## src/audio_clk_defines.svh

```systemverilog
// offsets, field positions, reset values and divider constants
`ifndef AUDIO_CLK_DEFINES_SVH
`define AUDIO_CLK_DEFINES_SVH

// ****************************************************************
// register byte offsets
// ****************************************************************
`define ACD_OFF_CTRL    8'h00
`define ACD_OFF_PDMDIV  8'h04
`define ACD_OFF_PCM0    8'h08
`define ACD_OFF_PCM1    8'h0C
`define ACD_OFF_I2STX   8'h10
`define ACD_OFF_STATUS  8'h14

// ****************************************************************
// field positions
// ****************************************************************
`define ACD_CTRL_EXT_BIT   1
`define ACD_CTRL_FAM_BIT   2
`define ACD_CTRL_RATE_LSB  4
`define ACD_CTRL_WLEN_LSB  6

// ****************************************************************
// reset values
// ****************************************************************
`define ACD_CTRL_RST   8'h00
`define ACD_DIV1_RST   3'h1
`define ACD_DIV2_RST   3'h1
`define ACD_DIV3_RST   5'h02
`define ACD_DEC_RST    8'h40

// ****************************************************************
// divisor limits
// ****************************************************************
`define ACD_DIV12_MIN  3'h1
`define ACD_DIV12_MAX  3'h4
`define ACD_DIV3_MIN   5'h02
`define ACD_DIV3_MAX   5'h10

// ****************************************************************
// audio pll settings per sample family
// ****************************************************************
`define ACD_PLL_P_441  8'h15
`define ACD_PLL_Q_441  8'h10
`define ACD_PLL_P_48   8'h0A
`define ACD_PLL_Q_48   8'h07

// ****************************************************************
// codec clock dividers, base rate, for 8, 16, 32 bit words
// ****************************************************************
`define ACD_CDIV_W8    6'h20
`define ACD_CDIV_W16   6'h10
`define ACD_CDIV_W32   6'h08

`endif

```

## src/audio_clk_pkg.sv

```systemverilog
// types shared by the audio clock divider chain
`default_nettype none
package audio_clk_pkg;
  // sample rate band of the i2s word clock
  typedef enum logic [1:0] {RATE_BASE, RATE_96, RATE_192} rate_t;
  // i2s word length choice
  typedef enum logic [1:0] {WLEN_8, WLEN_16, WLEN_32} wlen_t;
  // control register image
  typedef struct packed {
    wlen_t wlen;
    rate_t rate;
    logic rsvd;
    logic fam48;
    logic ext_mclk;
    logic enable;
  } ctrl_t;
  // divisor register image for the microphone chain
  typedef struct packed {
    logic [7:0] dec;
    logic [2:0] rsvd;
    logic [4:0] div3;
    logic [1:0] rsvd2;
    logic [2:0] div2;
    logic [2:0] div1;
  } pdm_div_t;
endpackage
`default_nettype wire

```

## src/audio_clock_divider_chain.sv

```systemverilog
// audio clock divider chain with pdm decimators and i2s master
//
// Chosen here: the address map and the Wishbone interface to the registers.
`include "audio_clk_defines.svh"
`default_nettype none

// Operation
// - converter tick divides root clock by one to four
// - master tick divides converter tick by one to four
// - microphone clock divides master tick by two to sixteen
// - sample rate is mic clock over twice decimation
// - two pdm channels give 16 to 24 bit words
// - i2s master makes word clock, 8-32 bit words
// - i2s master clock may come from external pin
// - base rate codec dividers 32, 16, 8 by word
// - 96k uses 16,8,4; 192k uses 8,4,2
// - 44.1k family pll multiply 21 divide 16
// - 48k family pll multiply 10 divide 7
module audio_clock_divider_chain #(
  parameter int PCM_W = 24
) (
  input wire logic REF_CLK,
  input wire logic RST,
  input wire logic WB_CYC_I,
  input wire logic WB_STB_I,
  input wire logic WB_WE_I,
  input wire logic [7:0] WB_ADR_I,
  input wire logic [3:0] WB_SEL_I,
  input wire logic [31:0] WB_DAT_I,
  output logic [31:0] WB_DAT_O,
  output logic WB_ACK_O,
  input wire logic PDM_DATA,
  input wire logic EXT_MCLK,
  output logic CONVERTER_CLOCK_TICK,
  output logic MASTER_CLOCK_TICK,
  output logic MIC_CLOCK_OUT,
  output logic PCM_VALID,
  output logic I2S_BCLK,
  output logic I2S_WS,
  output logic I2S_SDO,
  output logic [7:0] PLL_MULT,
  output logic [7:0] PLL_DIV
);

  // ****************************************************************
  // helper functions
  // ****************************************************************
  // keep a divisor in its legal window so a bad write cannot stall
  function automatic logic [4:0] clamp5(input logic [4:0] v,
      input logic [4:0] lo, input logic [4:0] hi);
    clamp5 = (v < lo) ? lo : ((v > hi) ? hi : v);
  endfunction

  // ****************************************************************
  // wishbone slave
  // ****************************************************************
  audio_clk_pkg::ctrl_t ctrl_q; // control register
  audio_clk_pkg::pdm_div_t pdiv_q; // divisor register
  logic [31:0] tx_q; // next i2s word
  logic ack_q; // single cycle acknowledge
  logic [31:0] rdat_q; // registered read data
  logic [PCM_W-1:0] pcm0_q, pcm1_q; // latest pcm words
  logic [5:0] cdiv_q; // active codec divider
  wire req = WB_CYC_I & WB_STB_I & ~ack_q;
  wire wr = req & WB_WE_I;
  wire [31:0] wmask = {{8{WB_SEL_I[3]}}, {8{WB_SEL_I[2]}},
                       {8{WB_SEL_I[1]}}, {8{WB_SEL_I[0]}}};
  wire [31:0] pcm0_ext = 32'(signed'(pcm0_q));
  wire [31:0] pcm1_ext = 32'(signed'(pcm1_q));
  wire [31:0] rd_mux =
    (WB_ADR_I == `ACD_OFF_CTRL)   ? {24'h0, ctrl_q} :
    (WB_ADR_I == `ACD_OFF_PDMDIV) ? {8'h0, pdiv_q} :
    (WB_ADR_I == `ACD_OFF_PCM0)   ? pcm0_ext :
    (WB_ADR_I == `ACD_OFF_PCM1)   ? pcm1_ext :
    (WB_ADR_I == `ACD_OFF_I2STX)  ? tx_q :
    (WB_ADR_I == `ACD_OFF_STATUS) ?
      {10'h0, cdiv_q, PLL_DIV, PLL_MULT} : 32'h0;
  wire [31:0] ctrl_w = ({24'h0, ctrl_q} & ~wmask) | (WB_DAT_I & wmask);
  wire [31:0] pdiv_w = ({8'h0, pdiv_q} & ~wmask) | (WB_DAT_I & wmask);
  wire [31:0] tx_w = (tx_q & ~wmask) | (WB_DAT_I & wmask);

  // register writes; unmapped addresses ack and read zero
  always_ff @(posedge REF_CLK) begin
    if (RST) begin
      ctrl_q <= audio_clk_pkg::ctrl_t'(`ACD_CTRL_RST);
      pdiv_q <= '{dec: `ACD_DEC_RST, rsvd: 3'h0, div3: `ACD_DIV3_RST,
                  rsvd2: 2'h0, div2: `ACD_DIV2_RST, div1: `ACD_DIV1_RST};
      tx_q <= 32'h0;
      ack_q <= 1'b0;
      rdat_q <= 32'h0;
    end else begin
      ack_q <= req;
      rdat_q <= req ? rd_mux : 32'h0;
      if (wr && WB_ADR_I == `ACD_OFF_CTRL) begin
        ctrl_q <= audio_clk_pkg::ctrl_t'(ctrl_w[7:0]);
      end
      if (wr && WB_ADR_I == `ACD_OFF_PDMDIV) begin
        pdiv_q <= audio_clk_pkg::pdm_div_t'(pdiv_w[23:0]);
      end
      if (wr && WB_ADR_I == `ACD_OFF_I2STX) begin
        tx_q <= tx_w;
      end
    end
  end
  assign WB_ACK_O = ack_q;
  assign WB_DAT_O = rdat_q;

  // ****************************************************************
  // three stage divider chain
  // ****************************************************************
  // legal divisors, clamped from the software image
  wire [2:0] d1_cfg = 3'(clamp5({2'h0, pdiv_q.div1},
    {2'h0, `ACD_DIV12_MIN}, {2'h0, `ACD_DIV12_MAX}));
  wire [2:0] d2_cfg = 3'(clamp5({2'h0, pdiv_q.div2},
    {2'h0, `ACD_DIV12_MIN}, {2'h0, `ACD_DIV12_MAX}));
  wire [4:0] d3_cfg = clamp5(pdiv_q.div3, `ACD_DIV3_MIN, `ACD_DIV3_MAX);
  logic [2:0] c1_q, d1_q, c2_q, d2_q; // stage counters and live divisors
  logic [4:0] c3_q, d3_q;
  logic conv_q, mast_q, mic_q; // registered clock outputs
  wire run = ctrl_q.enable;
  // while running, a stage picks up a new divisor only at the end of its period; parked, it loads at once
  wire c1_wrap = run & (c1_q == d1_q - 3'h1);
  wire c2_wrap = c1_wrap & (c2_q == d2_q - 3'h1);
  wire c3_step = c2_wrap;
  wire c3_wrap = c3_step & (c3_q == d3_q - 5'h01);
  wire [4:0] c3_nxt = c3_wrap ? 5'h00 : c3_q + 5'h01;
  wire [4:0] d3_nxt = c3_wrap ? d3_cfg : d3_q;
  // high for the first half of the period, longer half low when odd
  wire mic_d = c3_nxt < (d3_nxt >> 1);

  // divider counters
  always_ff @(posedge REF_CLK) begin
    if (RST) begin
      c1_q <= 3'h0;
      c2_q <= 3'h0;
      c3_q <= 5'h00;
      d1_q <= `ACD_DIV1_RST;
      d2_q <= `ACD_DIV2_RST;
      d3_q <= `ACD_DIV3_RST;
      conv_q <= 1'b0;
      mast_q <= 1'b0;
      mic_q <= 1'b0;
    end else begin
      conv_q <= c1_wrap;
      mast_q <= c2_wrap;
      if (!run) begin
        // parked: counters restart cleanly when enabled again
        c1_q <= 3'h0;
        c2_q <= 3'h0;
        c3_q <= 5'h00;
        d1_q <= d1_cfg;
        d2_q <= d2_cfg;
        d3_q <= d3_cfg;
        mic_q <= 1'b0;
      end else begin
        c1_q <= c1_wrap ? 3'h0 : c1_q + 3'h1;
        if (c1_wrap) begin
          d1_q <= d1_cfg;
          c2_q <= c2_wrap ? 3'h0 : c2_q + 3'h1;
        end
        if (c2_wrap) begin
          d2_q <= d2_cfg;
        end
        if (c3_step) begin
          c3_q <= c3_nxt;
          d3_q <= d3_nxt;
          mic_q <= mic_d;
        end
      end
    end
  end
  assign CONVERTER_CLOCK_TICK = conv_q;
  assign MASTER_CLOCK_TICK = mast_q;
  assign MIC_CLOCK_OUT = mic_q;

  // ****************************************************************
  // two channel pdm decimator
  // ****************************************************************
  // channel 0 is taken on the mic clock rise, channel 1 on the fall
  wire mic_rise = c3_step & mic_d & ~mic_q;
  wire mic_fall = c3_step & ~mic_d & mic_q;
  wire [7:0] dec = (pdiv_q.dec == 8'h00) ? 8'h01 : pdiv_q.dec;
  wire [8:0] win = {dec, 1'b0}; // mic periods per sample
  logic [8:0] per_q, ones0_q, ones1_q; // period and ones counters
  logic valid_q;
  // a shrunken window closes at once instead of wrapping the counter
  wire per_end = mic_rise & (per_q >= win - 9'h001);
  // boxcar result centred on zero, widened to the pcm word
  wire signed [9:0] diff0 = $signed({ones0_q, 1'b0}) - $signed({1'b0, win});
  wire signed [9:0] diff1 = $signed({ones1_q, 1'b0}) - $signed({1'b0, win});
  wire [PCM_W-1:0] pcm0_d = PCM_W'(diff0) << (PCM_W - 10);
  wire [PCM_W-1:0] pcm1_d = PCM_W'(diff1) << (PCM_W - 10);

  // accumulate bits and emit one word per channel per window
  always_ff @(posedge REF_CLK) begin
    if (RST) begin
      per_q <= 9'h000;
      ones0_q <= 9'h000;
      ones1_q <= 9'h000;
      pcm0_q <= '0;
      pcm1_q <= '0;
      valid_q <= 1'b0;
    end else begin
      valid_q <= per_end;
      if (per_end) begin
        per_q <= 9'h000;
        pcm0_q <= pcm0_d;
        pcm1_q <= pcm1_d;
        ones0_q <= {8'h00, PDM_DATA};
        ones1_q <= 9'h000;
      end else begin
        if (mic_rise) begin
          per_q <= per_q + 9'h001;
          ones0_q <= ones0_q + {8'h00, PDM_DATA};
        end
        if (mic_fall) begin
          ones1_q <= ones1_q + {8'h00, PDM_DATA};
        end
      end
    end
  end
  assign PCM_VALID = valid_q;

  // ****************************************************************
  // pll settings and codec divider selection
  // ****************************************************************
  wire [5:0] cdiv_base =
    (ctrl_q.wlen == audio_clk_pkg::WLEN_8)  ? `ACD_CDIV_W8 :
    (ctrl_q.wlen == audio_clk_pkg::WLEN_16) ? `ACD_CDIV_W16 :
    `ACD_CDIV_W32;
  wire [5:0] cdiv_sel =
    (ctrl_q.rate == audio_clk_pkg::RATE_96)  ? (cdiv_base >> 1) :
    (ctrl_q.rate == audio_clk_pkg::RATE_192) ? (cdiv_base >> 2) :
    cdiv_base;
  wire [7:0] pll_p = ctrl_q.fam48 ? `ACD_PLL_P_48 : `ACD_PLL_P_441;
  wire [7:0] pll_q = ctrl_q.fam48 ? `ACD_PLL_Q_48 : `ACD_PLL_Q_441;
  logic [7:0] pmul_q, pdiv_o_q;

  // pll settings follow the sample family
  always_ff @(posedge REF_CLK) begin
    if (RST) begin
      pmul_q <= `ACD_PLL_P_441;
      pdiv_o_q <= `ACD_PLL_Q_441;
    end else begin
      pmul_q <= pll_p;
      pdiv_o_q <= pll_q;
    end
  end
  assign PLL_MULT = pmul_q;
  assign PLL_DIV = pdiv_o_q;

  // ****************************************************************
  // i2s master
  // ****************************************************************
  logic ext_q; // last sampled external master clock
  logic [5:0] ic_q; // ticks within a half bit period
  logic [5:0] bc_q; // bit within the word
  logic bclk_q, ws_q, sdo_q;
  logic [31:0] sh_q; // msb aligned shift register
  wire ext_rise = EXT_MCLK & ~ext_q;
  wire mtick = ctrl_q.ext_mclk ? ext_rise : c2_wrap;
  wire [5:0] half = cdiv_q >> 1;
  wire h_wrap = run & mtick & (ic_q == half - 6'h01);
  wire bfall = h_wrap & bclk_q;
  wire [5:0] wl = (ctrl_q.wlen == audio_clk_pkg::WLEN_8)  ? 6'h08 :
                  (ctrl_q.wlen == audio_clk_pkg::WLEN_16) ? 6'h10 : 6'h20;
  // a shorter word length ends the running word at once, never wraps
  wire w_end = bfall & (bc_q >= wl - 6'h01);
  wire [31:0] tx_al = tx_q << (6'h20 - wl);

  // bit clock, word clock and msb first data on the falling edge
  always_ff @(posedge REF_CLK) begin
    if (RST) begin
      ext_q <= 1'b0;
      ic_q <= 6'h00;
      bc_q <= 6'h00;
      bclk_q <= 1'b0;
      ws_q <= 1'b0;
      sdo_q <= 1'b0;
      sh_q <= 32'h0;
      cdiv_q <= `ACD_CDIV_W8;
    end else begin
      ext_q <= EXT_MCLK;
      if (!run) begin
        ic_q <= 6'h00;
        bc_q <= 6'h00;
        bclk_q <= 1'b0;
        cdiv_q <= cdiv_sel;
      end else if (mtick) begin
        ic_q <= h_wrap ? 6'h00 : ic_q + 6'h01;
        if (h_wrap) begin
          bclk_q <= ~bclk_q;
        end
        // divider swaps only at a word boundary, no short bit clock
        if (w_end) begin
          cdiv_q <= cdiv_sel;
        end
      end
      if (w_end) begin
        bc_q <= 6'h00;
        ws_q <= ~ws_q;
        sh_q <= {tx_al[30:0], 1'b0};
        sdo_q <= tx_al[31];
      end else if (bfall) begin
        bc_q <= bc_q + 6'h01;
        sh_q <= {sh_q[30:0], 1'b0};
        sdo_q <= sh_q[31];
      end
    end
  end
  assign I2S_BCLK = bclk_q;
  assign I2S_WS = ws_q;
  assign I2S_SDO = sdo_q;

endmodule
`default_nettype wire

```

## config.mk

```make
export PLATFORM = sky130hd
export DESIGN_NAME = audio_clock_divider_chain
export DESIGN_NICKNAME = d
export VERILOG_FILES = /design/src/audio_clk_pkg.sv /design/src/audio_clock_divider_chain.sv
export VERILOG_INCLUDE_DIRS = /design/src
export SDC_FILE = /design/constraint.sdc
export NUM_CORES = 1
export LEC_CHECK = 0
export BUFFER_PORTS_ARGS = -buffer_cell sky130_fd_sc_hd__clkbuf_2
export CAP_MARGIN = 5
export CORE_AREA = 5 5 151 153
export DETAILED_ROUTE_END_ITERATION = 10
export DIE_AREA = 0 0 156 158
export GPL_ROUTABILITY_DRIVEN = 0
export PLACE_DENSITY = 0.76
export SETUP_SLACK_MARGIN = 0.1
export SLEW_MARGIN = 0
export SYNTH_ARGS = -nofsm -noshare
export SYNTH_HDL_FRONTEND = slang
export SYNTH_SLANG_ARGS = --single-unit
export TNS_END_PERCENT = 50
```

## constraint.sdc

```tcl
create_clock -name REF_CLK -period 3.46 [get_ports REF_CLK]
set_input_delay 0.692 -clock REF_CLK [delete_from_list [all_inputs] [get_ports REF_CLK]]
set_output_delay 0.692 -clock REF_CLK [all_outputs]
set_load 0.01 [all_outputs]
```

# == Word-level counts from Yosys, hierarchy flattened ==
# Index checks and enable logic that the tools add are counted.
# word_totals
ff_bits,239
input_bits,51
output_inout_bits,56
word_cells,182
# classes
n_addsub,17
order_cmp,9
n_eq_ne,18
shifts,1
muxes,43
n_bitwise,32
reduce_logical,18
# ops
op,n
2-to-1 mux 32 bit,5
2-to-1 mux 6 bit,11
AND 32 bit,2
2-to-1 mux 5 bit,9
NOT 32 bit,1
OR 32 bit,1
<< shifter 32 x 6 -> 32 bit,1
2-to-1 mux 3 bit,9
AND 24 bit,1
2-to-1 mux 24 bit,1
OR 24 bit,1
2-to-1 mux 22 bit,1
subtractor 10 bit,2
adder 9 x 1 -> 9 bit,2
AND 1 bit,16
== test 8 x 4 -> 1 bit (second input constant),2
== test 8 x 5 -> 1 bit (second input constant),2
logical NOT 8 bit,2
2-to-1 mux 8 bit,2
adder 6 x 1 -> 6 bit (second input constant),2
inequality test 2 x 1 -> 1 bit (second input constant),6
adder 9 x 1 -> 9 bit (second input constant),1
greater-or-equal comparator 9 bit,1
subtractor 9 x 1 -> 9 bit (second input constant),1
30 further kinds,56

# == Longest topological paths before layout ==
# Gate-level depths: netlist (run 1).
# logic_depth
depth_word,12
mapped_depth,17
depth_no_buf,14

# == Worst setup path before layout (run 1) ==
# No wires, ideal clock.
# synth_path
path_type,reg2reg
from,register d1_q[0]
to,register per_q[0]
setup_ns,0.128
arrival_ns,3.639
t_required_ns,3.332
path_slack_ns,-0.307
path_stages_with_launch,17
path_buffers,2
period_less_slack_ns,3.767
path_cell_list,dfxtp_1 -> inv_1 -> ha_1 -> xor2_1 -> nand3_1 -> nor2_1 -> clkbuf_1 -> nand2_1 -> mux2i_1 -> ha_1 -> and3_1 -> a22oi_1 -> o31a_1 -> o211ai_1 -> o21ai_1 -> clkbuf_1 -> nor2_1
# synth_between
elab_chain_len,11
elab_cells_between_ends,12
classes_between,add/sub (1); order compare (1); eq/ne (1); mux (2); bitwise (6); reduce/logical (1)
# synth_rtl
item,line_no,rtl
from (decl),audio_clock_divider_chain.sv:117,"logic [2:0] c1_q, d1_q, c2_q, d2_q;"
from (signal assigned),audio_clock_divider_chain.sv:137,d1_q <= `ACD_DIV1_RST;
from (signal assigned),audio_clock_divider_chain.sv:151,d1_q <= d1_cfg;
from (signal assigned),audio_clock_divider_chain.sv:158,d1_q <= d1_cfg;
subtractor 3 x 1 -> 3 bit (*),audio_clock_divider_chain.sv:122,wire c1_wrap = run & (c1_q == d1_q - 3'h1);
== test 3 bit (*),audio_clock_divider_chain.sv:122,
AND 1 bit (*),audio_clock_divider_chain.sv:122,
AND 1 bit (*),audio_clock_divider_chain.sv:123,wire c2_wrap = c1_wrap & (c2_q == d2_q - 3'h1);
AND 1 bit,audio_clock_divider_chain.sv:125,wire c3_wrap = c3_step & (c3_q == d3_q - 5'h01);
"2-to-1 mux 5 bit, on equally long branches","audio_clock_divider_chain.sv:126, audio_clock_divider_chain.sv:127",
less-than comparator 5 x 4 -> 1 bit,audio_clock_divider_chain.sv:129,wire mic_d = c3_nxt < (d3_nxt >> 1);
AND 1 bit (*) (2 in a row),audio_clock_divider_chain.sv:180,wire mic_rise = c3_step & mic_d & ~mic_q;
AND 1 bit,audio_clock_divider_chain.sv:187,wire per_end = mic_rise & (per_q >= win - 9'h001);
OR reduction 2 bit (no line),-,
to (signal assigned),audio_clock_divider_chain.sv:213,per_q <= per_q + 9'h001;
to (decl),audio_clock_divider_chain.sv:184,"logic [8:0] per_q, ones0_q, ones1_q;"
# Every way passes the cells marked *; elsewhere a longest branch is shown, timed or not. The select of a mux whose other input is x is not followed.
# A chain may end at the register's enable or synchronous reset.

# == Worst setup path after layout (run 1) ==
# layout_path
from,register d3_q[0]
to,register ones1_q[4]
# layout_between
elab_chain_len,9
elab_cells_between_ends,13
classes_between,add/sub (1); order compare (1); eq/ne (1); mux (2); bitwise (7); reduce/logical (1)
# layout_rtl
item,line_no,rtl
from (decl),audio_clock_divider_chain.sv:118,"logic [4:0] c3_q, d3_q;"
from (signal assigned),audio_clock_divider_chain.sv:139,d3_q <= `ACD_DIV3_RST;
from (signal assigned),audio_clock_divider_chain.sv:153,d3_q <= d3_cfg;
from (signal assigned),audio_clock_divider_chain.sv:166,d3_q <= d3_nxt;
subtractor 5 x 1 -> 5 bit (*),audio_clock_divider_chain.sv:125,
== test 5 bit (*),audio_clock_divider_chain.sv:125,
AND 1 bit (*),audio_clock_divider_chain.sv:125,
2-to-1 mux 5 bit (*),audio_clock_divider_chain.sv:126,wire [4:0] c3_nxt = c3_wrap ? 5'h00 : c3_q + 5'h01;
net c3_nxt[1],audio_clock_divider_chain.sv:126,
less-than comparator 5 x 4 -> 1 bit (*),audio_clock_divider_chain.sv:129,
AND 1 bit (2 in a row),audio_clock_divider_chain.sv:180,
AND 1 bit,audio_clock_divider_chain.sv:187,
OR reduction 2 bit (no line),-,
to (signal assigned),audio_clock_divider_chain.sv:217,"ones1_q <= ones1_q + {8'h00, PDM_DATA};"
to (decl),audio_clock_divider_chain.sv:184,
# The timed path passes the listed nets; every way through them passes the cells marked *. The select of a mux whose other input is x is not followed.

==> report_table.html, run 1 <==
<table>
<tr><th>Metric</th><th>Value</th></tr>
<tr><th colspan="2">Global routing</th></tr>
<tr><td>Pin count of the biggest net entering global routing</td><td>58</td></tr>
<tr><td>Overall routing resource usage</td><td>between 20% and 30%</td></tr>
<tr><td>Global-route wire length before repair</td><td>approximately 51000 um</td></tr>
<tr><td>Met2 usage</td><td>43.4%</td></tr>
<tr><td>GRT met3 Usage</td><td>around 4.3%</td></tr>
<tr><td>GRT Residual Overflow</td><td>0</td></tr>
<tr><td>Met1 track utilization from global routing</td><td>between 30% and 40%</td></tr>
<tr><td>GRT Max-Usage Layer</td><td>met2</td></tr>
<tr><td>Vias in the first global route</td><td>approximately 9900</td></tr>
<tr><td>Number of antenna violations at the first check in global routing</td><td>1</td></tr>
<tr><th colspan="2">Status</th></tr>
<tr><td>Run status</td><td>complete, but fails checks</td></tr>
<tr><td>Failing checks</td><td>negative setup slack</td></tr>
<tr><th colspan="2">Critical path</th></tr>
<tr><td>Critical Path RT</td><td>slightly below 4 ns</td></tr>
<tr><td>Start point of the critical path</td><td>d3_q[0]$_SDFFE_PP0P_</td></tr>
<tr><td>Startpoint of the most critical register-to-register path</td><td>d3_q[0]$_SDFFE_PP0P_</td></tr>
<tr><td>Critical Path AT</td><td>approximately 3.9 ns</td></tr>
<tr><td>Startpoint class of the critical path</td><td>flop</td></tr>
<tr><td>Class of the most critical setup path</td><td>reg -&gt; reg</td></tr>
<tr><td>Maximum net fanout on the critical path</td><td>7</td></tr>
<tr><td>Sort of element at the end of the critical path</td><td>flop</td></tr>
<tr><th colspan="2">Clocking</th></tr>
<tr><td>Hold buffers post-CTS</td><td>0</td></tr>
<tr><td>Number of clock sinks</td><td>222</td></tr>
<tr><td>Buffer type at the clock tree root</td><td>sky130_fd_sc_hd__clkbuf_16</td></tr>
<tr><td>Maximum level of the CTS H-tree</td><td>1</td></tr>
<tr><td>Number of buffers inserted during clock tree synthesis</td><td>25</td></tr>
<tr><td>Clock slew seen by the registers of the worst setup and hold paths</td><td>0.07 ns</td></tr>
<tr><td>Clock network latency to the later pin of the worst-skew pair</td><td>between 0.5 and 0.6 ns</td></tr>
<tr><td>CTS tree</td><td>yes</td></tr>
<tr><td>Max clock buf depth</td><td>3</td></tr>
<tr><th colspan="2">Synthesis</th></tr>
<tr><td>Register bit total from synthesis</td><td>about 220</td></tr>
<tr><td>Synth unique cells</td><td>between 60 and 70</td></tr>
<tr><td>Fraction of registers with async set/reset</td><td>0%</td></tr>
<tr><td>Netlist area before placement</td><td>approximately 0.011 mm^2</td></tr>
<tr><td>Fraction of the yosys area taken by sequential cells</td><td>39.3%</td></tr>
<tr><td>Synthesized instance count</td><td>1307</td></tr>
<tr><td>Warnings, synthesis</td><td>0</td></tr>
<tr><td>Ys flop type</td><td>sky130_fd_sc_hd__dfxtp_1</td></tr>
<tr><td>Post-Syn Area per Cell</td><td>a little under 9 um^2</td></tr>
<tr><td>Post-synth EDFFs</td><td>0</td></tr>
<tr><th colspan="2">Power and ir drop</th></tr>
<tr><td>Combinational share of power</td><td>under 10%</td></tr>
<tr><td>Lkg Pwr</td><td>0.00532 uW</td></tr>
<tr><td>Power density over the cells</td><td>403 mW/mm^2</td></tr>
<tr><td>Maximum resistive drop on vdd</td><td>around 0.56 mV</td></tr>
<tr><td>P_sw</td><td>approximately 1200 uW</td></tr>
<tr><td>Int Pwr</td><td>4340 uW</td></tr>
<tr><td>Switching part of the total</td><td>between 20% and 30%</td></tr>
<tr><td>Clock share of power</td><td>between 50% and 60%</td></tr>
<tr><td>Fraction of power consumed by sequential logic</td><td>46.3%</td></tr>
<tr><th colspan="2">Floorplanning</th></tr>
<tr><td>Total die area</td><td>0.0246 mm^2</td></tr>
<tr><td>Standard cell core area</td><td>around 0.021 mm^2</td></tr>
<tr><td>Io pins</td><td>approximately 110</td></tr>
<tr><td>Starting Density</td><td>52.8%</td></tr>
<tr><td>Chip height</td><td>158 um</td></tr>
<tr><td>Die Wd</td><td>~160 um</td></tr>
<tr><td>Cell Rows</td><td>between 50 and 60</td></tr>
<tr><th colspan="2">Route</th></tr>
<tr><td>DR vias</td><td>10518</td></tr>
<tr><td>First-pass DRT Iterations</td><td>5</td></tr>
<tr><td>Number of nets with antenna violations after detailed routing</td><td>0</td></tr>
<tr><td>DR iter-0 viols</td><td>about 920</td></tr>
<tr><td>Average via count per standard cell</td><td>6.12</td></tr>
<tr><td>Detailed-route wire length</td><td>between 30000 and 40000 um</td></tr>
<tr><td>DRC violations left</td><td>0</td></tr>
<tr><td>Per-cell routed wire length</td><td>19.4 um</td></tr>
<tr><th colspan="2">Placement</th></tr>
<tr><td>Detail Placement HPWL</td><td>roughly 23000 um</td></tr>
<tr><td>Placed Area</td><td>about 0.012 mm^2</td></tr>
<tr><td>Port buffer count</td><td>99</td></tr>
<tr><td>Pre-CTS worst setup slack</td><td>-0.0827 ns</td></tr>
<tr><th colspan="2">STA</th></tr>
<tr><td>Final critical-path share of the clock period</td><td>102%</td></tr>
<tr><td>Slew @ Worst Pin</td><td>approximately 0.76 ns</td></tr>
<tr><td>Clock tree skew after final layout</td><td>~0.021 ns</td></tr>
<tr><td>Setup repair after global routing missed its margin</td><td>yes</td></tr>
<tr><td>Worst hold slack across all endpoints</td><td>between 0.3 and 0.4 ns</td></tr>
<tr><td>Setup_tns</td><td>-0.750 ns</td></tr>
<tr><td>PnR worst setup slack</td><td>-0.0627 ns</td></tr>
<tr><td>Minimum clock period</td><td>around 3.5 ns</td></tr>
<tr><td>Max-slew violation count</td><td>0</td></tr>
<tr><td>Final count of negative-setup-slack endpoints</td><td>27</td></tr>
<tr><td>Worst slew margin</td><td>between 40% and 50%</td></tr>
<tr><td>Maximum frequency from static timing analysis</td><td>284 MHz</td></tr>
<tr><td>Final hold violation count</td><td>0</td></tr>
<tr><th colspan="2">Layout</th></tr>
<tr><td>Post-layout instance area</td><td>around 0.014 mm^2</td></tr>
<tr><td>Combined area of the multi-input logic cells</td><td>about 0.0067 mm^2</td></tr>
<tr><td>FILL cells</td><td>between 1500 and 2000</td></tr>
<tr><td>Area delta synth-&gt;final</td><td>21.1%</td></tr>
<tr><td>ANT cells</td><td>0</td></tr>
<tr><td>Final core utilization</td><td>64.0%</td></tr>
<tr><td>Share of cells above drive strength 1</td><td>21.0%</td></tr>
<tr><td>Sequential standard cell area</td><td>between 0.004 and 0.005 mm^2</td></tr>
<tr><td>Post-layout net count</td><td>between 1500 and 2000</td></tr>
<tr><th colspan="2">Flow run</th></tr>
<tr><td>Max_cap viols</td><td>0</td></tr>
<tr><th colspan="2">Hold path</th></tr>
<tr><td>Start point of the worst hold path</td><td>WB_DAT_I[28]</td></tr>
<tr><td>Path type of the worst min-delay path</td><td>in -&gt; reg</td></tr>
</table>
per-stage QoR:
step / total power, uW / std cells
2_1_floorplan: 2690 / 1313
3_3_place_gp: 2750 / 1652
3_5_place_dp: 2750 / 1652
4_1_cts: 5540 / 1709
5_1_grt: 5660 / 1719
6_report: 5530 / 1719
layout by cell type (no fill, tap or decap), types with 6 or more instances in the layout:
cell | synthesis | layout
sky130_fd_sc_hd__o21ai_1 | 5 | 11
sky130_fd_sc_hd__nor2_1 | 143 | 141
sky130_fd_sc_hd__xor2_1 | 17 | 11
sky130_fd_sc_hd__a21o_1 | 6 | 6
sky130_fd_sc_hd__clkbuf_2 | 0 | 98
sky130_fd_sc_hd__xnor2_1 | 27 | 27
sky130_fd_sc_hd__conb_1 | 2 | 8
sky130_fd_sc_hd__buf_4 | 14 | 66
sky130_fd_sc_hd__nor2b_1 | 20 | 20
sky130_fd_sc_hd__a21oi_1 | 153 | 134
sky130_fd_sc_hd__nand3b_1 | 7 | 7
sky130_fd_sc_hd__and2_1 | 10 | 10
sky130_fd_sc_hd__o41ai_1 | 8 | 8
sky130_fd_sc_hd__o21ai_2 | 0 | 6
sky130_fd_sc_hd__nand2_1 | 68 | 66
sky130_fd_sc_hd__dfxtp_1 | 222 | 219
sky130_fd_sc_hd__inv_1 | 40 | 38
sky130_fd_sc_hd__buf_6 | 0 | 6
sky130_fd_sc_hd__a221oi_1 | 6 | 6
sky130_fd_sc_hd__o2111ai_1 | 9 | 8
sky130_fd_sc_hd__nand4_1 | 21 | 21
sky130_fd_sc_hd__a21oi_2 | 0 | 18
sky130_fd_sc_hd__o211ai_1 | 7 | 7
sky130_fd_sc_hd__mux2_2 | 7 | 7
sky130_fd_sc_hd__or3_1 | 13 | 10
sky130_fd_sc_hd__and3_1 | 26 | 25
sky130_fd_sc_hd__a221o_1 | 8 | 8
sky130_fd_sc_hd__nor3_1 | 18 | 16
sky130_fd_sc_hd__a211oi_1 | 40 | 36
sky130_fd_sc_hd__clkbuf_16 | 0 | 28
sky130_fd_sc_hd__or4_1 | 13 | 12
sky130_fd_sc_hd__mux2i_1 | 94 | 94
sky130_fd_sc_hd__a22oi_1 | 8 | 7
sky130_fd_sc_hd__ha_1 | 45 | 42
sky130_fd_sc_hd__o31ai_1 | 14 | 13
sky130_fd_sc_hd__o21ai_0 | 58 | 45
sky130_fd_sc_hd__nand3_1 | 36 | 34
power groups by stage:
stage,combinational [uW],sequential (uW),clock (uW)
after floorplan,70.2,2620,0
after global placement,132,2620,0
after detailed placement,134,2620,0
after CTS,135,2560,2850
after global routing,154,2560,2950
final,146,2560,2820
Yosys cell counts, types with 13 or more instances:
library cell,count,area share (%)
sky130_fd_sc_hd__or4_1,13,0.86
sky130_fd_sc_hd__ha_1,45,5.0
sky130_fd_sc_hd__xor2_1,17,1.3
sky130_fd_sc_hd__nand3_1,36,1.6
sky130_fd_sc_hd__a211oi_1,40,2.7
sky130_fd_sc_hd__dfxtp_1,222,39
sky130_fd_sc_hd__and3_1,26,1.4
sky130_fd_sc_hd__o31ai_1,14,0.93
sky130_fd_sc_hd__o21ai_0,58,2.6
sky130_fd_sc_hd__or3_1,13,0.72
sky130_fd_sc_hd__nor3_1,18,0.80
sky130_fd_sc_hd__nand4_1,21,1.2
sky130_fd_sc_hd__xnor2_1,27,2.1
sky130_fd_sc_hd__nor2_1,143,4.7
sky130_fd_sc_hd__a21oi_1,153,6.8
sky130_fd_sc_hd__nor2b_1,20,1.1
sky130_fd_sc_hd__clkbuf_1,62,2.1
sky130_fd_sc_hd__nand2_1,68,2.3
sky130_fd_sc_hd__inv_1,40,1.3
sky130_fd_sc_hd__buf_4,14,0.93
sky130_fd_sc_hd__mux2i_1,94,8.3
worst paths after layout:
check / endpoint / slack [ns] / depth (start not counted)
worst max-delay path: ones1_q[4]$_SDFFE_PP0P_ / -0.06 / 16
worst min-delay path: flop / 0.40 / 3
worst max register to register: ones1_q[4]$_SDFFE_PP0P_ / -0.06 / 16
worst min register to register: PLL_MULT[2]$_SDFF_PP1_ / 0.43 / 1
cell families after synthesis:
logic type	synth area share (%)
AOI/OAI and AO/OA	19.1
xor gates and xnor gates	4.00
adders and majority gates	5.33
buffers and inverters	5.04
DFF	39.3
muxes	9.01
other	0.0664
and+or+nand+nor	18.1
routing by layer:
layer / up-vias / routed length (um)
met2: 422 / 16000
li1: 4948 / -
met1: 5056 / 13600
met4: 2 / 1460
met3: 90 / 2300
met5: - / 29
what timing repair did:
action                                  in CTS  in global routing
buffers inserted                            11                  8
endpoints found under the setup margin      34                 46
gates cloned                                 2                  3
pin swaps                                   15                 33
gates resized for setup                     25                 71
critical path, stage by stage (launching register included):
cell                        delay [ns]
sky130_fd_sc_hd__dfxtp_4          0.36
sky130_fd_sc_hd__inv_4            0.06
sky130_fd_sc_hd__ha_4             0.13
sky130_fd_sc_hd__nor3b_4          0.27
sky130_fd_sc_hd__xor2_2           0.14
sky130_fd_sc_hd__nor3_4           0.26
sky130_fd_sc_hd__nand2_4          0.10
sky130_fd_sc_hd__and2_1           0.18
sky130_fd_sc_hd__ha_1             0.31
sky130_fd_sc_hd__and3_4           0.20
sky130_fd_sc_hd__a22oi_2          0.20
sky130_fd_sc_hd__o31a_1           0.22
sky130_fd_sc_hd__o211ai_1         0.21
sky130_fd_sc_hd__clkbuf_16        0.26
sky130_fd_sc_hd__o21ai_4          0.25
sky130_fd_sc_hd__clkbuf_16        0.22
sky130_fd_sc_hd__a21oi_1          0.04
layout make-up:
type	instances	share of cell area (%)
repair buffers	176	8.69
flip-flops and latches	222	32.5
multi-input cells	957	48.8
well taps	280	2.56
inverters	40	1.11
clock buffers	33	5.15
clock inverters	11	1.24
Power figures use the tool's default switching activity.
==> run 2: changes to the inputs <==
- PLACE_DENSITY: 0.76 -> not set
- PLACE_DENSITY_LB_ADDON: not set -> 0.05
==> run 2 against run 1 <==
  * The flow now finishes without violations
  * Hold slack better by 0.013 ns
  * Non-clock buffer count is 1 lower
  * Setup slack better by 0.10 ns
  * Critical path type unchanged
  * First-iteration DRC count is 19% lower
  * Combinational power is 4% lower
  * Sequential cell count stayed put
  * Sequential power hardly changed
  * Via count is 3.1% lower
  * Largest cell class unchanged
  * Global-route usage hardly changed
  * Clock power is 7% higher
  * Clock skew is 0.0098 ns lower
==> report_table.html, run 2 (synthesized netlist as in run 1, its figures left out) <==
<table>
<tr><th>Metric</th><th>Value</th></tr>
<tr><th colspan="2">Status</th></tr>
<tr><td>Run status</td><td>finished clean</td></tr>
<tr><th colspan="2">Power and ir drop</th></tr>
<tr><td>Lkg Pwr</td><td>0.00531 uW (-0.19%)</td></tr>
<tr><td>Power density over the cells</td><td>419 mW/mm^2 (+4.0%)</td></tr>
<tr><td>Total power draw</td><td>5710 uW (+3.3%)</td></tr>
<tr><td>Maximum resistive drop on vdd</td><td>0.350 mV (-37%)</td></tr>
<tr><th colspan="2">Route</th></tr>
<tr><td>DRC violations left</td><td>0 (unchanged)</td></tr>
<tr><td>DR iter-0 viols</td><td>745 (-19%)</td></tr>
<tr><td>Average via count per standard cell</td><td>5.93 (-3.1%)</td></tr>
<tr><td>Number of nets with antenna violations after detailed routing</td><td>0 (unchanged)</td></tr>
<tr><td>First-pass DRT Iterations</td><td>5 (unchanged)</td></tr>
<tr><td>Detailed-route wire length</td><td>33200 um (-0.59%)</td></tr>
<tr><td>Per-cell routed wire length</td><td>19.3 um (-0.64%)</td></tr>
<tr><td>DR vias</td><td>10196 (-3.1%)</td></tr>
<tr><th colspan="2">Global routing</th></tr>
<tr><td>Pin count of the biggest net entering global routing</td><td>61 (+5.2%)</td></tr>
<tr><td>Global-route wire length before repair</td><td>50800 um (-0.94%)</td></tr>
<tr><td>Number of antenna violations at the first check in global routing</td><td>0 (-1)</td></tr>
<tr><td>Overall routing resource usage</td><td>25.5% (about the same)</td></tr>
<tr><td>Met2 usage</td><td>42.2% (-1.2 points)</td></tr>
<tr><td>GRT Max-Usage Layer</td><td>met2</td></tr>
<tr><td>GRT Residual Overflow</td><td>0 (unchanged)</td></tr>
<tr><td>GRT met3 Usage</td><td>3.42% (-0.90 points)</td></tr>
<tr><td>Vias in the first global route</td><td>9503 (-3.6%)</td></tr>
<tr><td>Met1 track utilization from global routing</td><td>34.7% (+2.5 points)</td></tr>
<tr><th colspan="2">Clocking</th></tr>
<tr><td>Number of clock sinks</td><td>222 (unchanged)</td></tr>
<tr><td>Maximum level of the CTS H-tree</td><td>1 (unchanged)</td></tr>
<tr><td>Number of buffers inserted during clock tree synthesis</td><td>25 (unchanged)</td></tr>
<tr><td>Buffer type at the clock tree root</td><td>sky130_fd_sc_hd__clkbuf_16</td></tr>
<tr><td>Clock slew seen by the registers of the worst setup and hold paths</td><td>0.06 ns (about the same)</td></tr>
<tr><td>Clock network latency to the later pin of the worst-skew pair</td><td>0.53 ns (about the same)</td></tr>
<tr><td>Hold buffers post-CTS</td><td>0 (unchanged)</td></tr>
<tr><td>Max clock buf depth</td><td>3 (unchanged)</td></tr>
<tr><td>CTS tree</td><td>yes</td></tr>
<tr><th colspan="2">Critical path</th></tr>
<tr><td>Slowest library cell on the worst path</td><td>sky130_fd_sc_hd__or4b_4</td></tr>
<tr><td>Sort of element at the end of the critical path</td><td>flop</td></tr>
<tr><td>Maximum net fanout on the critical path</td><td>7 (unchanged)</td></tr>
<tr><td>Ordered cell list for the critical path</td><td>inv_2 &gt; ha_4 &gt; nor3b_4 &gt; xor2_2 &gt; nor3_2 &gt; nand2_2 &gt; mux2i_1 &gt; ha_1 &gt; and3_4 &gt; o21ai_1 &gt; and4_4 &gt; buf_4 &gt; o2111ai_4 &gt; or4b_4 &gt; a21oi_2</td></tr>
<tr><td>Reg2reg path depth</td><td>15 (-1)</td></tr>
<tr><td>Slowest cell delay on critical path</td><td>0.57 ns (+0.21 ns)</td></tr>
<tr><td>Class of the most critical setup path</td><td>reg -&gt; reg</td></tr>
<tr><td>Startpoint of the most critical register-to-register path</td><td>d3_q[0]$_SDFFE_PP0P_</td></tr>
<tr><td>Terminus of the critical flop-to-flop path</td><td>per_q[5]$_SDFFE_PP0P_</td></tr>
<tr><td>Flop-to-flop setup slack</td><td>0.04 ns (+0.10 ns)</td></tr>
<tr><td>Startpoint class of the critical path</td><td>flop</td></tr>
<tr><td>Critical Path AT</td><td>3.88 ns (-0.04 ns)</td></tr>
<tr><td>Critical Path RT</td><td>3.92 ns (+0.06 ns)</td></tr>
<tr><th colspan="2">Placement</th></tr>
<tr><td>Port buffer count</td><td>99 (unchanged)</td></tr>
<tr><td>Placed instance count</td><td>1656 (+0.24%)</td></tr>
<tr><td>Detail Placement HPWL</td><td>23600 um (+2.1%)</td></tr>
<tr><th colspan="2">Hold path</th></tr>
<tr><td>Path type of the worst min-delay path</td><td>in -&gt; reg</td></tr>
<tr><td>Start point of the worst hold path</td><td>WB_DAT_I[25]</td></tr>
<tr><td>Hold depth</td><td>3 (unchanged)</td></tr>
<tr><th colspan="2">Floorplanning</th></tr>
<tr><td>Io pins</td><td>107 (unchanged)</td></tr>
<tr><td>Total die area</td><td>0.0246 mm^2 (unchanged)</td></tr>
<tr><td>Die Wd</td><td>156 um (unchanged)</td></tr>
<tr><td>Starting Density</td><td>52.8% (unchanged)</td></tr>
<tr><td>Chip height</td><td>158 um (unchanged)</td></tr>
<tr><td>Cell Rows</td><td>54 (unchanged)</td></tr>
<tr><td>Standard cell core area</td><td>0.0214 mm^2 (unchanged)</td></tr>
<tr><th colspan="2">STA</th></tr>
<tr><td>Worst slew margin</td><td>40.4% (-8.7 points)</td></tr>
<tr><td>Minimum clock period</td><td>3.42 ns (-0.105 ns)</td></tr>
<tr><td>Max-slew violation count</td><td>0 (unchanged)</td></tr>
<tr><td>Slew @ Worst Pin</td><td>0.889 ns (+0.131 ns)</td></tr>
<tr><td>Setup repair after global routing missed its margin</td><td>yes</td></tr>
<tr><td>Maximum frequency from static timing analysis</td><td>293 MHz (+3.1%)</td></tr>
<tr><td>Final hold violation count</td><td>0 (unchanged)</td></tr>
<tr><td>Clock tree skew after final layout</td><td>0.0113 ns (-0.00978 ns)</td></tr>
<tr><td>Setup_tns</td><td>0 ns (+0.750 ns)</td></tr>
<tr><td>Final count of negative-setup-slack endpoints</td><td>0 (-100%)</td></tr>
<tr><td>Final critical-path share of the clock period</td><td>98.8% (-3.0 points)</td></tr>
<tr><th colspan="2">Layout</th></tr>
<tr><td>Post-layout net count</td><td>1519 (-0.066%)</td></tr>
<tr><td>Final core utilization</td><td>63.6% (-0.43 points)</td></tr>
<tr><td>FILL cells</td><td>1868 (+8.4%)</td></tr>
<tr><td>Share of cells above drive strength 1</td><td>20.1% (-0.92 points)</td></tr>
<tr><td>ANT cells</td><td>0 (unchanged)</td></tr>
<tr><td>Area delta synth-&gt;final</td><td>20.3%</td></tr>
<tr><td>Final Non-Filler Cells</td><td>1720 (+0.058%)</td></tr>
<tr><td>Most common cell after layout, fill and taps aside</td><td>sky130_fd_sc_hd__dfxtp_1</td></tr>
<tr><td>Most frequent cells in the layout</td><td>sky130_fd_sc_hd__dfxtp_1 (219), sky130_fd_sc_hd__a21oi_1 (142), sky130_fd_sc_hd__nor2_1 (141)</td></tr>
<tr><td>Sequential standard cell area</td><td>0.00445 mm^2 (unchanged)</td></tr>
<tr><td>Combined area of the multi-input logic cells</td><td>0.00660 mm^2 (-1.3%)</td></tr>
<tr><th colspan="2">Flow run</th></tr>
<tr><td>Max_cap viols</td><td>0 (unchanged)</td></tr>
</table>
run 2: worst max-delay path: cells and delay by family (launching register included):
family	cells	cell delay, ns
simple gates	6	1.65
fa+ha+maj	2	0.47
compound gates	3	0.41
flops	1	0.36
buf+inv	2	0.18
mux	1	0.14
xor+xnor	1	0.13
run 2: how the worst max path moves through the flow:
stage,from,to,slack (ns),cells after the start
after floorplan,d1_q[0]$_SDFFE_PP1P_,pcm0_q[20]$_SDFFE_PP0P_,0.1,17
after global placement,d3_q[0]$_SDFFE_PP0P_,ones0_q[8]$_SDFFE_PP0P_,0.02,15
after detailed placement,d3_q[0]$_SDFFE_PP0P_,ones0_q[8]$_SDFFE_PP0P_,-0.13,15
after CTS,d3_q[0]$_SDFFE_PP0P_,ones0_q[3]$_SDFFE_PP0P_,0.04,16
after global routing,d3_q[0]$_SDFFE_PP0P_,per_q[5]$_SDFFE_PP0P_,-0.11,15
final,d3_q[0]$_SDFFE_PP0P_,per_q[5]$_SDFFE_PP0P_,0.04,15
run 2: area by class of cell:
| cell class | count | share of cell area (%) |
|---|---|---|
| multi-input combinational | 957 | 48.5 |
| clock buffer | 30 | 4.95 |
| clock inverter | 16 | 1.94 |
| timing repair buffer | 175 | 8.25 |
| inverter | 40 | 1.10 |
| sequential | 222 | 32.7 |
| tap | 280 | 2.57 |
run 2: metrics by stage:
step	area, um^2	hold WS (ns)	setup WS [ns]
finish	13600	0.409	0.0419
global route	13600	0.396	-0.111
CTS	13400	0.396	0.0384
detailed placement	12300	0.418	-0.127
global placement	12300	0.409	0.0232
floorplan	11400	0.389	0.0966
run 2: report_power, final:
part	internal, uW	switching (uW)
sequential	2560	0.845
combinational	44.6	95.5
clock	1910	1100
run 2: metal layers:
metal,share of wire (%),vias up
met5,0,-
met4,3.0,0
met3,5.8,75
met2,47,329
met1,44,4831
li1,-,4961
run 2: what timing repair did:
item | 4_1_cts | 5_1_grt
cloned | 3 | 2
setup endpoints to repair | 45 | 46
gates resized for setup | 17 | 53
pin swaps | 17 | 23
endpoints found under the hold margin | 0 | 0
setup buffers | 7 | 6
==> run 3: changes to the inputs <==
- clock period: 3.46 -> 3.1 ns (I/O delays scaled with it)
==> run 3 against run 2 <==
  * The flow now finishes with violations (negative setup slack)
  * Die area is the same
  * Non-clock buffer count grew 42
  * Via count grew 0.47%
  * Combinational power grew 10%
  * Sequential share of layout area shrank 0.63 points
  * Clock power grew 1%
  * Sequential cell count is the same
==> report_table.html, run 3 (synthesized netlist as in run 1, its figures left out) <==
<table>
<tr><th>Metric</th><th>Value</th></tr>
<tr><th colspan="2">Status</th></tr>
<tr><td>Run status</td><td>complete, but fails checks</td></tr>
<tr><td>Failing checks</td><td>negative setup slack</td></tr>
<tr><th colspan="2">Power and ir drop</th></tr>
<tr><td>Power density over the cells</td><td>436 mW/mm^2 (+4.1%)</td></tr>
<tr><td>Maximum resistive drop on vdd</td><td>0.369 mV (+5.5%)</td></tr>
<tr><td>Int Pwr</td><td>4740 uW (+5.1%)</td></tr>
<tr><td>Total power draw</td><td>6060 uW (+6.1%)</td></tr>
<tr><td>Clock share of power</td><td>50.3% (-2.5 points)</td></tr>
<tr><td>Fraction of power consumed by sequential logic</td><td>47.1% (+2.3 points)</td></tr>
<tr><td>P_sw</td><td>1320 uW (+10%)</td></tr>
<tr><td>Switching part of the total</td><td>21.7% (+0.77 points)</td></tr>
<tr><td>Lkg Pwr</td><td>0.00550 uW (+3.6%)</td></tr>
<tr><td>Combinational share of power</td><td>2.5% (about the same)</td></tr>
<tr><th colspan="2">Global routing</th></tr>
<tr><td>Vias in the first global route</td><td>9992 (+5.1%)</td></tr>
<tr><td>Overall routing resource usage</td><td>27.1% (+1.6 points)</td></tr>
<tr><td>Global-route wire length before repair</td><td>53600 um (+5.6%)</td></tr>
<tr><td>Number of antenna violations at the first check in global routing</td><td>1 (+1)</td></tr>
<tr><td>Pin count of the biggest net entering global routing</td><td>57 (-6.6%)</td></tr>
<tr><td>GRT Residual Overflow</td><td>0 (unchanged)</td></tr>
<tr><th colspan="2">Clocking</th></tr>
<tr><td>Clock network latency to the later pin of the worst-skew pair</td><td>0.53 ns (about the same)</td></tr>
<tr><td>CTS tree</td><td>yes</td></tr>
<tr><td>Clock slew seen by the registers of the worst setup and hold paths</td><td>0.06 ns (about the same)</td></tr>
<tr><td>Number of buffers inserted during clock tree synthesis</td><td>25 (unchanged)</td></tr>
<tr><td>Number of clock sinks</td><td>222 (unchanged)</td></tr>
<tr><td>Max clock buf depth</td><td>3 (unchanged)</td></tr>
<tr><td>Maximum level of the CTS H-tree</td><td>1 (unchanged)</td></tr>
<tr><td>Buffer type at the clock tree root</td><td>sky130_fd_sc_hd__clkbuf_16</td></tr>
<tr><td>Hold buffers post-CTS</td><td>0 (unchanged)</td></tr>
<tr><th colspan="2">Route</th></tr>
<tr><td>Per-cell routed wire length</td><td>19.4 um (+0.63%)</td></tr>
<tr><td>Number of nets with antenna violations after detailed routing</td><td>0 (unchanged)</td></tr>
<tr><td>Average via count per standard cell</td><td>5.82 (-1.8%)</td></tr>
<tr><td>DR vias</td><td>10244 (+0.47%)</td></tr>
<tr><td>DR iter-0 viols</td><td>662 (-11%)</td></tr>
<tr><td>Detailed-route wire length</td><td>34200 um (+2.9%)</td></tr>
<tr><td>DRC violations left</td><td>0 (unchanged)</td></tr>
<tr><td>First-pass DRT Iterations</td><td>5 (unchanged)</td></tr>
<tr><th colspan="2">Floorplanning</th></tr>
<tr><td>Standard cell core area</td><td>0.0214 mm^2 (unchanged)</td></tr>
<tr><td>Io pins</td><td>107 (unchanged)</td></tr>
<tr><td>Cell Rows</td><td>54 (unchanged)</td></tr>
<tr><td>Die Wd</td><td>156 um (unchanged)</td></tr>
<tr><td>Starting Density</td><td>52.8% (unchanged)</td></tr>
<tr><td>Total die area</td><td>0.0246 mm^2 (unchanged)</td></tr>
<tr><td>Chip height</td><td>158 um (unchanged)</td></tr>
<tr><th colspan="2">STA</th></tr>
<tr><td>Maximum frequency from static timing analysis</td><td>302 MHz (+3.1%)</td></tr>
<tr><td>Minimum clock period</td><td>3.31 ns (-0.104 ns)</td></tr>
<tr><td>Final critical-path share of the clock period</td><td>107% (+8.1 points)</td></tr>
<tr><td>Slew @ Worst Pin</td><td>0.859 ns (-0.0298 ns)</td></tr>
<tr><td>Max-slew violation count</td><td>0 (unchanged)</td></tr>
<tr><td>Final hold violation count</td><td>0 (unchanged)</td></tr>
<tr><td>Worst slew margin</td><td>42.7% (+2.4 points)</td></tr>
<tr><td>Clock tree skew after final layout</td><td>0.0178 ns (+0.00649 ns)</td></tr>
<tr><td>Setup_tns</td><td>-5.75 ns (-5.75 ns)</td></tr>
<tr><td>PnR worst setup slack</td><td>-0.214 ns (-0.256 ns)</td></tr>
<tr><td>Final count of negative-setup-slack endpoints</td><td>46 (+46)</td></tr>
<tr><td>Setup repair after global routing missed its margin</td><td>yes</td></tr>
<tr><th colspan="2">Hold path</th></tr>
<tr><td>Path type of the worst min-delay path</td><td>in -&gt; reg</td></tr>
<tr><td>Start point of the worst hold path</td><td>WB_DAT_I[30]</td></tr>
<tr><th colspan="2">Flow run</th></tr>
<tr><td>Max_cap viols</td><td>0 (unchanged)</td></tr>
<tr><th colspan="2">Critical path</th></tr>
<tr><td>Startpoint of the most critical register-to-register path</td><td>d2_q[0]$_SDFFE_PP1P_</td></tr>
<tr><td>Critical Path AT</td><td>3.76 ns (-0.12 ns)</td></tr>
<tr><td>Class of the most critical setup path</td><td>reg -&gt; reg</td></tr>
<tr><td>Sort of element at the end of the critical path</td><td>flop</td></tr>
<tr><td>Critical Path RT</td><td>3.55 ns (-0.37 ns)</td></tr>
<tr><td>Startpoint class of the critical path</td><td>flop</td></tr>
<tr><td>Start point of the critical path</td><td>d2_q[0]$_SDFFE_PP1P_</td></tr>
<tr><td>Maximum net fanout on the critical path</td><td>14 (+7)</td></tr>
<tr><th colspan="2">Layout</th></tr>
<tr><td>Most frequent cells in the layout</td><td>sky130_fd_sc_hd__dfxtp_1 (216), sky130_fd_sc_hd__a21oi_1 (145), sky130_fd_sc_hd__nor2_1 (142)</td></tr>
<tr><td>Share of cells above drive strength 1</td><td>22.2% (+2.1 points)</td></tr>
<tr><td>FILL cells</td><td>1840 (-1.5%)</td></tr>
<tr><td>Area delta synth-&gt;final</td><td>22.7%</td></tr>
<tr><td>Combined area of the multi-input logic cells</td><td>0.00658 mm^2 (-0.27%)</td></tr>
<tr><td>Most common cell after layout, fill and taps aside</td><td>sky130_fd_sc_hd__dfxtp_1</td></tr>
<tr><td>Sequential standard cell area</td><td>0.00445 mm^2 (about the same)</td></tr>
<tr><td>Post-layout net count</td><td>1561 (+2.8%)</td></tr>
<tr><th colspan="2">Placement</th></tr>
<tr><td>Port buffer count</td><td>99 (unchanged)</td></tr>
<tr><td>Detail Placement HPWL</td><td>24500 um (+4.2%)</td></tr>
</table>
[run 3: cell type report]
class | instances | share of cell area (%)
timing repair buffer | 217 | 10.9
inverter | 40 | 1.08
sequential | 222 | 32.1
clock buffer | 33 | 5.08
clock inverter | 9 | 0.910
antenna | 1 | 0.0180
multi-input combinational | 957 | 47.4
tap | 280 | 2.52
[run 3: final timing paths]
path / to / slack [ns] / cells past startpoint
max: ones0_q[8]$_SDFFE_PP0P_ / -0.21 / 16
min: flop / 0.33 / 3
max reg2reg: ones0_q[8]$_SDFFE_PP0P_ / -0.21 / 16
min reg2reg: PLL_MULT[2]$_SDFF_PP1_ / 0.42 / 1
[run 3: what timing repair did]
item | in CTS | in global routing
pin swaps | 24 | 6
gates resized for setup | 30 | 24
cloned | 1 | 0
setup buffers | 20 | 7
endpoints found under the setup margin | 46 | 90
[run 3: worst max-delay path: stages, from the launching register on]
cell	delay, ns
sky130_fd_sc_hd__dfxtp_2	0.34
sky130_fd_sc_hd__inv_2	0.04
sky130_fd_sc_hd__ha_4	0.26
sky130_fd_sc_hd__xor2_2	0.15
sky130_fd_sc_hd__nand4_1	0.17
sky130_fd_sc_hd__nor2_2	0.17
sky130_fd_sc_hd__buf_6	0.13
sky130_fd_sc_hd__nand2_4	0.06
sky130_fd_sc_hd__mux2i_1	0.20
sky130_fd_sc_hd__ha_1	0.27
sky130_fd_sc_hd__and3_4	0.16
sky130_fd_sc_hd__a22oi_2	0.16
sky130_fd_sc_hd__o31a_1	0.20
sky130_fd_sc_hd__o211ai_1	0.17
sky130_fd_sc_hd__buf_12	0.20
sky130_fd_sc_hd__or4_1	0.40
sky130_fd_sc_hd__a21oi_1	0.16
[run 3: power by group through the flow]
stage | Clock, uW | Combinational [uW] | Sequential (uW)
after floorplan | 0 | 80.8 | 2920
after global placement | 0 | 151 | 2920
after CTS | 3080 | 152 | 2860
after global routing | 3200 | 165 | 2850
final | 3050 | 154 | 2860
after detailed placement | 0 | 151 | 2920
[run 3: per-stage QoR]
step / cell area (um^2) / std cells / hold WS, ns / util, % / worst slack (ns)
after floorplan: 11500 / 1313 / 0.389 / - / -0.198
after detailed placement: 12700 / 1688 / 0.409 / 59.2 / -0.301
after global routing: 13900 / 1759 / 0.349 / 64.8 / -0.384
after global placement: 12700 / 1688 / 0.409 / 59.2 / -0.165
final: 13900 / 1759 / 0.326 / 64.8 / -0.214
after CTS: 13800 / 1751 / 0.321 / 64.2 / -0.142
[run 3: layer usage]
metal	share of wire, %	global-route usage (%)
met5	0	0
met4	3.2	9.84
met3	4.5	3.39
met2	50	47.6
met1	42	34.3
